===== config.mk =====
export PLATFORM = sky130hd
export DESIGN_NAME = charger_link_host
export DESIGN_NICKNAME = d
export VERILOG_FILES = /design/src/pkg/charger_link_pkg.sv /design/src/pkg/line_if.sv /design/src/hw/charger_link_host.sv /design/src/hw/line_sync.sv /design/src/hw/quarter_timer.sv
export SDC_FILE = /design/constraint.sdc
export NUM_CORES = 1
export LEC_CHECK = 0
export BUFFER_PORTS_ARGS = -buffer_cell sky130_fd_sc_hd__buf_4
export CELL_PAD_IN_SITES_DETAIL_PLACEMENT = 0
export CELL_PAD_IN_SITES_GLOBAL_PLACEMENT = 1
export CORE_MARGIN = 3
export CORE_UTILIZATION = 45
export DETAILED_ROUTE_END_ITERATION = 8
export GPL_TIMING_DRIVEN = 0
export PLACE_DENSITY = 0.87
export SYNTH_ARGS = -nofsm -noshare
export SYNTH_HDL_FRONTEND = slang
export SYNTH_SLANG_ARGS = --single-unit

===== constraint.sdc =====
create_clock -name ref_clk_i -period 4.5 [get_ports ref_clk_i]
set_input_delay 0.9 -clock ref_clk_i [delete_from_list [all_inputs] [get_ports ref_clk_i]]
set_output_delay 0.9 -clock ref_clk_i [all_outputs]
set_load 0.01 [all_outputs]

===== src/pkg/charger_link_pkg.sv =====
// constants shared by the charger link host modules
package charger_link_pkg;
    typedef logic [7:0] byte_t;
    typedef enum logic [1:0] {ST_IDLE, ST_START, ST_BITS, ST_STOP} bus_state_t;
    typedef enum logic [2:0] {PH_ADDR_W, PH_POINTER, PH_WRITE, PH_ADDR_R, PH_READ} phase_t;

    localparam logic [6:0] TARGET_ADDR = 7'h6b;
    localparam logic [3:0] BYTE_BITS = 4'h8;

    // device register map
    localparam byte_t MINIMUM_SYSTEM_VOLTAGE = 8'h00;
    localparam byte_t CHARGE_VOLTAGE_LIMIT = 8'h01;
    localparam byte_t CHARGE_CURRENT_LIMIT = 8'h03;
    localparam byte_t INPUT_VOLTAGE_LIMIT = 8'h05;
    localparam byte_t INPUT_CURRENT_LIMIT = 8'h06;
    localparam byte_t PRECHARGE_CONTROL = 8'h08;
    localparam byte_t TERMINATION_CONTROL = 8'h09;
    localparam byte_t RECHARGE_CONTROL = 8'h0a;
    localparam byte_t OTG_VOLTAGE_SETTING = 8'h0b;
    localparam byte_t OTG_CURRENT_SETTING = 8'h0d;
    localparam byte_t TIMER_CONTROL = 8'h0e;
    localparam byte_t CHARGER_CONTROL_ZERO = 8'h0f;
    localparam byte_t CHARGER_CONTROL_ONE = 8'h10;
    localparam byte_t CHARGER_CONTROL_TWO = 8'h11;
    localparam byte_t CHARGER_CONTROL_THREE = 8'h12;
    localparam byte_t CHARGER_CONTROL_FOUR = 8'h13;
    localparam byte_t CHARGER_CONTROL_FIVE = 8'h14;
    localparam byte_t RESERVED_SLOT = 8'h15;
    localparam byte_t TEMPERATURE_CONTROL = 8'h16;
    localparam byte_t THERMISTOR_CONTROL_ZERO = 8'h17;
    localparam byte_t THERMISTOR_CONTROL_ONE = 8'h18;
    localparam byte_t OPTIMIZED_INPUT_CURRENT = 8'h19;
    localparam byte_t CHARGER_STATUS_ZERO = 8'h1b;
    localparam byte_t CHARGER_STATUS_ONE = 8'h1c;
    localparam byte_t CHARGER_STATUS_TWO = 8'h1d;
    localparam byte_t CHARGER_STATUS_THREE = 8'h1e;
    localparam byte_t CHARGER_STATUS_FOUR = 8'h1f;
    localparam byte_t FAULT_STATUS_ZERO = 8'h20;
    localparam byte_t FAULT_STATUS_ONE = 8'h21;
    localparam byte_t CHARGER_EVENT_ZERO = 8'h22;
    localparam byte_t CHARGER_EVENT_ONE = 8'h23;
    localparam byte_t CHARGER_EVENT_TWO = 8'h24;
    localparam byte_t CHARGER_EVENT_THREE = 8'h25;
    localparam byte_t FAULT_EVENT_ZERO = 8'h26;
    localparam byte_t FAULT_EVENT_ONE = 8'h27;
    localparam byte_t CHARGER_IRQ_MASK_ZERO = 8'h28;
    localparam byte_t CHARGER_IRQ_MASK_ONE = 8'h29;
    localparam byte_t CHARGER_IRQ_MASK_TWO = 8'h2a;

    // timing
    localparam int CLK_PERIOD_NS = 25;
    localparam int FAST_BIT_NS = 2500;
    localparam int STD_BIT_NS = 10000;
    localparam int FAST_QUARTER_CYC = (FAST_BIT_NS + 4 * CLK_PERIOD_NS - 1) / (4 * CLK_PERIOD_NS);
    localparam int STD_QUARTER_CYC = (STD_BIT_NS + 4 * CLK_PERIOD_NS - 1) / (4 * CLK_PERIOD_NS);
    localparam int KEEPALIVE_US = 10000;
    localparam int KEEPALIVE_CYC = KEEPALIVE_US * 1000 / CLK_PERIOD_NS;
    localparam byte_t KICK_VALUE = 8'h08;

    // own register port map
    localparam byte_t CTRL_ADDR = 8'h00;
    localparam byte_t CMD_ADDR = 8'h04;
    localparam byte_t STATUS_ADDR = 8'h08;
    localparam byte_t DATA_BASE = 8'h10;
    localparam int CTRL_FAST_BIT = 0;
    localparam int CTRL_KEEPALIVE_BIT = 1;
    localparam int CMD_POINTER_LSB = 0;
    localparam int CMD_READ_BIT = 8;
    localparam int CMD_COUNT_LSB = 12;
    localparam int STAT_BUSY_BIT = 0;
    localparam int STAT_ACK_ERR_BIT = 1;
    localparam int STAT_REFUSED_BIT = 2;
    localparam int STAT_DONE_BIT = 3;
    localparam logic CTRL_FAST_RESET = 1'b0;
    localparam logic CTRL_KEEPALIVE_RESET = 1'b0;
endpackage


===== src/pkg/line_if.sv =====
// synchronised bus line levels passed between host modules
`timescale 1ns/100ps
interface line_if;
    logic scl;
    logic sda;
    modport src (output scl, output sda);
    modport dst (input scl, input sda);
endinterface

===== src/hw/charger_link_host.sv =====
// serial bus controller that reads and writes the charger register map
// Function
// - every byte is exactly eight bits
// - receiver gets an acknowledge slot per byte
// - bits go most significant first
// - target may stretch clock; controller waits
// - controller generates every clock pulse, ninth included
// - transmitter releases data; acknowledger holds low
// - high ninth bit is nack; stop follows
// - first byte is address plus direction bit
// - controller kicks watchdog before it expires
// - controller never writes reserved offsets
// - start, stop on data edge; data changes low
`timescale 1ns/100ps
module charger_link_host #(
    parameter int DEPTH = 8,
    parameter int KEEPALIVE_CYCLES = charger_link_pkg::KEEPALIVE_CYC,
    parameter charger_link_pkg::byte_t KICK_REG = charger_link_pkg::CHARGER_CONTROL_ONE,
    parameter charger_link_pkg::byte_t KICK_BYTE = charger_link_pkg::KICK_VALUE
) (
    input wire logic ref_clk_i,
    input wire logic resetn_i,
    input wire logic [7:0] addr_i,
    input wire logic [31:0] wdata_i,
    input wire logic wr_i,
    input wire logic rd_i,
    output logic [31:0] rdata_o,
    input wire logic scl_i,
    output logic scl_o,
    output logic scl_oe_o,
    input wire logic sda_i,
    output logic sda_o,
    output logic sda_oe_o
);
    import charger_link_pkg::*;

    localparam int IW = $clog2(DEPTH);
    localparam int KW = $clog2(KEEPALIVE_CYCLES + 1);

    bus_state_t state;
    phase_t phase;
    logic [1:0] q;
    logic [3:0] slot;
    byte_t shreg;
    byte_t pointer;
    byte_t buffer [DEPTH];
    byte_t next_tx;
    logic [IW-1:0] idx;
    logic [IW-1:0] last;
    logic rd_dir;
    logic kick_xfer;
    logic scl_drive;
    logic sda_drive;
    logic bit_low;
    logic tick;
    logic ctrl_fast;
    logic ctrl_keepalive;
    logic ack_err;
    logic refused;
    logic done;
    logic [KW-1:0] ka_cnt;
    logic ka_due;
    logic cmd_wr;
    logic cmd_ok;
    logic span_reserved;
    logic slot_end;
    logic nack_seen;
    logic write_acked;
    logic stop_end;
    logic [31:0] read_value;

    line_if line ();

    line_sync u_sync (
        .ref_clk_i(ref_clk_i),
        .resetn_i(resetn_i),
        .scl_i(scl_i),
        .sda_i(sda_i),
        .line(line.src)
    );

    // timer held while idle or while the target stretches the clock
    quarter_timer u_timer (
        .ref_clk_i(ref_clk_i),
        .resetn_i(resetn_i),
        .fast_i(ctrl_fast),
        .clear_i((state == ST_IDLE) || (q == 2'd2 && !line.scl)),
        .tick_o(tick)
    );

    function automatic logic is_reserved(input byte_t a);
        return (a == RESERVED_SLOT) || (a > CHARGER_IRQ_MASK_TWO);
    endfunction

    function automatic logic is_data(input byte_t a);
        return (a >= DATA_BASE) && (a < DATA_BASE + 8'(4 * DEPTH)) && (a[1:0] == 2'h0);
    endfunction

    function automatic logic [IW-1:0] data_index(input byte_t a);
        byte_t off;
        off = a - DATA_BASE;
        return off[IW+1:2];
    endfunction

    // a write span that touches a reserved offset is refused whole
    always_comb begin
        span_reserved = 1'b0;
        for (int i = 0; i < DEPTH; i++) begin
            if (i <= int'(wdata_i[CMD_COUNT_LSB +: IW]) &&
                is_reserved(wdata_i[CMD_POINTER_LSB +: 8] + 8'(i))) begin
                span_reserved = 1'b1;
            end
        end
    end

    assign cmd_wr = wr_i && (addr_i == CMD_ADDR);
    assign cmd_ok = cmd_wr && (state == ST_IDLE) && (wdata_i[CMD_READ_BIT] || !span_reserved);
    assign ka_due = ctrl_keepalive && (ka_cnt == KW'(KEEPALIVE_CYCLES));
    assign slot_end = tick && (state == ST_BITS) && (q == 2'd3) && (slot == BYTE_BITS);
    assign nack_seen = slot_end && (phase != PH_READ) && line.sda;
    assign write_acked = slot_end && (phase == PH_WRITE) && !line.sda;
    assign stop_end = tick && (state == ST_STOP) && (q == 2'd3);

    // open drain: only ever pull low
    assign scl_o = 1'b0;
    assign sda_o = 1'b0;
    assign scl_oe_o = scl_drive;
    assign sda_oe_o = sda_drive;

    always_comb begin
        if (slot == BYTE_BITS) begin
            bit_low = (phase == PH_READ) && (idx != last);
        end else begin
            bit_low = (phase != PH_READ) && !shreg[7];
        end
        if (kick_xfer) begin
            next_tx = KICK_BYTE;
        end else if (phase == PH_POINTER) begin
            next_tx = buffer[0];
        end else begin
            next_tx = buffer[idx + 1'b1];
        end
    end

    // bus sequencer, four quarters per bit
    always_ff @(posedge ref_clk_i) begin
        if (!resetn_i) begin
            state <= ST_IDLE;
            phase <= PH_ADDR_W;
            q <= 2'd0;
            slot <= 4'd0;
            shreg <= 8'h00;
            pointer <= 8'h00;
            idx <= '0;
            last <= '0;
            rd_dir <= 1'b0;
            kick_xfer <= 1'b0;
            scl_drive <= 1'b0;
            sda_drive <= 1'b0;
        end else if (state == ST_IDLE) begin
            q <= 2'd0;
            phase <= PH_ADDR_W;
            if (cmd_ok) begin
                state <= ST_START;
                pointer <= wdata_i[CMD_POINTER_LSB +: 8];
                rd_dir <= wdata_i[CMD_READ_BIT];
                last <= wdata_i[CMD_COUNT_LSB +: IW];
                kick_xfer <= 1'b0;
            end else if (ka_due) begin
                state <= ST_START;
                pointer <= KICK_REG;
                rd_dir <= 1'b0;
                last <= '0;
                kick_xfer <= 1'b1;
            end
        end else if (tick) begin
            q <= q + 2'd1;
            case (state)
                ST_START: begin
                    if (q == 2'd0) begin
                        sda_drive <= 1'b0;
                    end
                    if (q == 2'd1) begin
                        scl_drive <= 1'b0;
                    end
                    if (q == 2'd2) begin
                        sda_drive <= 1'b1;
                    end
                    if (q == 2'd3) begin
                        state <= ST_BITS;
                        scl_drive <= 1'b1;
                        slot <= 4'd0;
                        shreg <= {TARGET_ADDR, phase == PH_ADDR_R};
                    end
                end
                ST_BITS: begin
                    if (q == 2'd0) begin
                        sda_drive <= bit_low;
                    end
                    if (q == 2'd1) begin
                        scl_drive <= 1'b0;
                    end
                    if (q == 2'd3) begin
                        scl_drive <= 1'b1;
                        if (slot != BYTE_BITS) begin
                            shreg <= {shreg[6:0], line.sda};
                            slot <= slot + 4'd1;
                        end else begin
                            slot <= 4'd0;
                            if (phase == PH_READ) begin
                                idx <= idx + 1'b1;
                                if (idx == last) begin
                                    state <= ST_STOP;
                                end
                            end else if (line.sda) begin
                                state <= ST_STOP;
                            end else if (phase == PH_ADDR_W) begin
                                phase <= PH_POINTER;
                                shreg <= pointer;
                            end else if (phase == PH_POINTER && rd_dir) begin
                                state <= ST_START;
                                phase <= PH_ADDR_R;
                            end else if (phase == PH_POINTER) begin
                                phase <= PH_WRITE;
                                idx <= '0;
                                shreg <= next_tx;
                            end else if (phase == PH_ADDR_R) begin
                                phase <= PH_READ;
                                idx <= '0;
                            end else if (idx == last) begin
                                state <= ST_STOP;
                            end else begin
                                idx <= idx + 1'b1;
                                shreg <= next_tx;
                            end
                        end
                    end
                end
                ST_STOP: begin
                    if (q == 2'd0) begin
                        sda_drive <= 1'b1;
                    end
                    if (q == 2'd1) begin
                        scl_drive <= 1'b0;
                    end
                    if (q == 2'd2) begin
                        sda_drive <= 1'b0;
                    end
                    if (q == 2'd3) begin
                        state <= ST_IDLE;
                    end
                end
                default: begin
                    state <= ST_IDLE;
                end
            endcase
        end
    end

    // read bytes land in the buffer; software writes only while idle
    always_ff @(posedge ref_clk_i) begin
        if (slot_end && phase == PH_READ) begin
            buffer[idx] <= shreg;
        end else if (wr_i && state == ST_IDLE && is_data(addr_i)) begin
            buffer[data_index(addr_i)] <= wdata_i[7:0];
        end
    end

    always_ff @(posedge ref_clk_i) begin
        if (!resetn_i) begin
            ctrl_fast <= CTRL_FAST_RESET;
            ctrl_keepalive <= CTRL_KEEPALIVE_RESET;
        end else if (wr_i && addr_i == CTRL_ADDR) begin
            ctrl_fast <= wdata_i[CTRL_FAST_BIT];
            ctrl_keepalive <= wdata_i[CTRL_KEEPALIVE_BIT];
        end
    end

    // status flags clear only when a new command is taken
    always_ff @(posedge ref_clk_i) begin
        if (!resetn_i) begin
            ack_err <= 1'b0;
            refused <= 1'b0;
            done <= 1'b0;
        end else if (cmd_ok) begin
            ack_err <= 1'b0;
            refused <= 1'b0;
            done <= 1'b0;
        end else begin
            if (cmd_wr) begin
                refused <= 1'b1;
            end
            if (nack_seen) begin
                ack_err <= 1'b1;
            end
            if (stop_end && !kick_xfer) begin
                done <= !ack_err;
            end
        end
    end

    // every acked write restarts the device watchdog, so restart ours too
    always_ff @(posedge ref_clk_i) begin
        if (!resetn_i || !ctrl_keepalive || write_acked) begin
            ka_cnt <= '0;
        end else if (!ka_due) begin
            ka_cnt <= ka_cnt + 1'b1;
        end
    end

    always_comb begin
        read_value = 32'h0;
        if (addr_i == CTRL_ADDR) begin
            read_value[CTRL_FAST_BIT] = ctrl_fast;
            read_value[CTRL_KEEPALIVE_BIT] = ctrl_keepalive;
        end else if (addr_i == STATUS_ADDR) begin
            read_value[STAT_BUSY_BIT] = (state != ST_IDLE);
            read_value[STAT_ACK_ERR_BIT] = ack_err;
            read_value[STAT_REFUSED_BIT] = refused;
            read_value[STAT_DONE_BIT] = done;
        end else if (is_data(addr_i)) begin
            read_value[7:0] = buffer[data_index(addr_i)];
        end
    end

    always_ff @(posedge ref_clk_i) begin
        if (!resetn_i || !rd_i) begin
            rdata_o <= 32'h0;
        end else begin
            rdata_o <= read_value;
        end
    end

    logic bits_high;
    assign bits_high = (state == ST_BITS) && !scl_drive;
endmodule


===== src/hw/line_sync.sv =====
// two-stage synchronisers for the serial clock and data pins
`timescale 1ns/100ps
module line_sync (
    input wire logic ref_clk_i,
    input wire logic resetn_i,
    input wire logic scl_i,
    input wire logic sda_i,
    line_if.src line
);
    logic [1:0] scl_meta;
    logic [1:0] sda_meta;

    // idle bus reads high, so reset to high avoids a false start
    always_ff @(posedge ref_clk_i) begin
        if (!resetn_i) begin
            scl_meta <= 2'h3;
            sda_meta <= 2'h3;
        end else begin
            scl_meta <= {scl_meta[0], scl_i};
            sda_meta <= {sda_meta[0], sda_i};
        end
    end

    assign line.scl = scl_meta[1];
    assign line.sda = sda_meta[1];
endmodule


===== src/hw/quarter_timer.sv =====
// quarter bit period tick generator for the serial clock
`timescale 1ns/100ps
module quarter_timer #(
    parameter int FAST_CYC = charger_link_pkg::FAST_QUARTER_CYC,
    parameter int STD_CYC = charger_link_pkg::STD_QUARTER_CYC
) (
    input wire logic ref_clk_i,
    input wire logic resetn_i,
    input wire logic fast_i,
    input wire logic clear_i,
    output logic tick_o
);
    localparam int W = $clog2(STD_CYC + 1);
    logic [W-1:0] cnt;

    always_ff @(posedge ref_clk_i) begin
        if (!resetn_i || clear_i || tick_o) begin
            cnt <= '0;
        end else begin
            cnt <= cnt + 1'b1;
        end
    end

    assign tick_o = (cnt == (fast_i ? W'(FAST_CYC - 1) : W'(STD_CYC - 1)));
endmodule


==> results.py <==
metrics = {
    "critical_path": {
        "crit_fanout": 10,
        "worstPathCellList": "buf_4 -> clkbuf_1 -> inv_1 -> ha_1 -> xnor2_1 -> o21ai_0 -> a21oi_1 -> o21ai_1 -> o2111ai_1 -> o41a_1 -> o211ai_2 -> o2bb2ai_1",
        "arrival_ns": 4.42,
        "required_ns": 4.80,
        "cp_slowest_stage_delay_ns": 0.59,
        "endpoint_kind": "register",
        "critPathKind": "in -> reg",
        "cp-start-kind": "input pin",
        "critPathSlowestCell": "o41a_1",
    },
    "synth": {
        "async_reset_ff_frac": 0,
        "synth-seq-cells": 144,
        "synth_area_leaders": "edfxtp_1, dfxtp_1, mux4_2",
        "yosysSeqAreaShare": 0.413,
        "syn_inst": 874,
        "syn-cell-area_sq_mm": 0.00852,
        "synth.largest_area_cell": "edfxtp_1",
        "syn_avg_cell_area_sq_um": 9.75,
        "synth_warnings": 0,
        "netlist.area_leader.share": 0.225,
        "yosysMostFrequentCell": "nor2_1",
        "synth_common_cells": "nor2_1, dfxtp_1, nand2_1, a21oi_1, edfxtp_1",
        "synth_flop_cell": "dfxtp_1",
        "synth_edf_count": 64,
        "synthDistinctLibCells": 80,
    },
    "place": {
        "gp_congestion": 0.917,
        "io_buffers": 33,
        "dp_hpwl_um": 15600,
        "pre_cts_slack_ns": 0.00895,
    },
    "clock_network": {
        "cts_root_buf": "clkbuf_16",
        "numCtsBuffers": 17,
        "clock-sinks": 144,
        "h-tree-depth": 4,
        "cts_tree": "done",
        "ctsHoldBuffers": 0,
        "worstSkewPairLatency_ns": 0.43,
        "cts_resized": 0,
        "post_cts_buffers": 0,
        "clockBufferDepth": 2,
        "clkTransAtPathRegs_ns": 0.06,
    },
    "final_layout": {
        "fin_util": 0.535,
        "multi_input_area_sq_mm": 0.00452,
        "layout-drive-gt1-share": 0.170,
        "fillCellCount": 1633,
        "area_delta_synth_final_pct": 14.6,
        "seq_area_sq_mm": 0.00352,
        "nNetsFinal": 1030,
        "diodes": 0,
    },
    "floorplan": {
        "rows": 49,
        "core_sq_mm": 0.0183,
        "fp.dieArea_sq_mm": 0.0206,
        "fp.dieH_um": 144,
        "start_util": 0.467,
        "io_pins": 82,
        "die_w_um": 144,
    },
    "timing": {
        "slew-limit-headroom": 0.177,
        "worst_clock_skew_ns": 0.0140,
        "fin_ws_ns": 0.374,
        "worstMarginPinSlew_ns": 1.23,
        "rsz0062_at_grt": "no",
        "finalSetupViolCount": 0,
        "hold_violations": 0,
        "fin_hold_ws_ns": 0.409,
        "drv_slew": 0,
        "final.period_utilization": 0.917,
        "max_freq_mhz": 242,
        "fin_crit_ns": 4.13,
        "setup_tns_ns": 0,
    },
    "route": {
        "dr_total_vias": 6941,
        "drt_iter0_drc": 602,
        "via_per_inst": 5.82,
        "antenna_left": 0,
        "drt_pass1_iterations": 5,
        "detail_route.wl_per_cell_um": 18.3,
        "drcViolationCount": 0,
        "routed_wl_um": 21900,
    },
    "pwr": {
        "total_leakage_power_nw": 3.45,
        "ir_worst_vdd_mv": 0.203,
        "power_density_mw_per_mm2": 310,
    },
    "job": {
        "drv_cap": 0,
    },
    "grt": {
        "met1_usage": 0.288,
        "grt_usage": 0.216,
        "antenna_found_initial": 0,
        "busiest_layer": "met2",
        "grt_util_met3": 0.0516,
        "use_met2": 0.349,
        "grt_max_degree": 19,
        "grt_pass1_wl_um": 34800,
        "grt_pass1_vias": 6474,
        "overflow": 0,
    },
    "run_status": {
        "status": "finished clean",
    },
    "hold_path": {
        "hp-class": "reg -> reg",
    },
}
-- report_power, final --
group	internal (mW)	switching (mW)	total, mW
Sequential	1.36	0.00405	1.36
Clock	0.756	0.654	1.41
Combinational	0.101	0.156	0.257
-- path summary, 6_finish.rpt --
path / slack, ns / endpoint / startpoint / cells past startpoint
setup reg to reg: 0.57 / buffer[1][1] / slot[0] / 11
hold / removal: 0.41 / u_sync.sda_meta[1] / u_sync.sda_meta[0] / 1
hold reg to reg: 0.41 / u_sync.sda_meta[1] / u_sync.sda_meta[0] / 1
setup / recovery: 0.37 / pointer[3] / wdata_i[1] / 12
-- registers in the layout, indices dropped and copies added (netlist names), 2 cells and up, named ones only --
name and count:
state 2, u_sync.scl_meta 2, last 3, buffer 64
q 2, u_timer.cnt 7, u_sync.sda_meta 2, phase 3
ka_cnt 19, idx 3, pointer 8, rdata_o 8
shreg 8, slot 4
-- per-stage QoR --
step,total power [mW],cells,cell area [sq um]
2_1_floorplan,1.57,899,8620
3_3_place_gp,1.64,1161,9150
3_5_place_dp,1.64,1161,9150
4_1_cts,3.05,1193,9770
5_1_grt,3.15,1193,9770
6_report,3.03,1193,9770
-- metal layers --
metal,wire (um),vias to the layer above,share of wire
li1,-,3306,-
met1,9310,3312,0.43
met5,0,-,0
met3,1730,30,0.079
met2,10400,293,0.48
met4,420,0,0.019
-- critical path, delay by kind of cell --
family                     cells  cell delay, ns
AOI/OAI and AO/OA              7            1.95
buffers and inverters          3            0.96
adders and majority gates      1            0.39
xor gates and xnor gates       1            0.21
-- cell type report --
| cell class | instances | share of cell area |
|---|---|---|
| Timing Repair Buffer | 33 | 0.0254 |
| Inverter | 46 | 0.0177 |
| Clock buffer | 17 | 0.0436 |
| Sequential cell | 144 | 0.361 |
| Multi-Input combinational cell | 638 | 0.463 |
| Buffer | 71 | 0.0407 |
| Clock inverter | 15 | 0.0195 |
| Tap cell | 229 | 0.0293 |
-- cell families (layout without fill, tap and decap cells) --
group | Yosys count | after routing | share of synthesized area
other cells | 1 | 26 | 0.000440
simple gates | 305 | 305 | 0.177
fa+ha+maj | 33 | 33 | 0.0484
buf+inv | 117 | 182 | 0.0669
xor+xnor | 39 | 39 | 0.0401
compound gates | 184 | 184 | 0.146
flops | 144 | 144 | 0.413
mux | 51 | 51 | 0.108
-- cell usage in the layout (no fill, tap or decap), types with 4 or more instances in the layout --
master,netlist,layout
a21oi_1,64,64
a221oi_1,9,9
a31oi_1,10,10
and2_1,11,11
and3_1,9,9
buf_2,12,12
buf_4,27,60
clkbuf_1,28,28
clkbuf_16,0,17
clkinv_8,0,6
conb_1,1,26
dfxtp_1,80,80
edfxtp_1,64,64
ha_1,33,33
inv_1,44,44
inv_8,0,6
mux2_2,7,7
mux2i_1,12,12
mux4_2,32,32
nand2_1,78,78
nand2b_1,9,9
nand3_1,28,28
nand4_1,10,10
nand4b_1,4,4
nor2_1,86,86
nor2b_1,5,5
nor3_1,28,28
nor3b_1,5,5
nor4_1,4,4
o21ai_0,36,36
o221a_2,5,5
o22ai_1,4,4
o2bb2ai_1,10,10
or3_1,7,7
xnor2_1,20,20
xor2_1,19,19
Note: power is estimated with default switching activity, not from simulation.
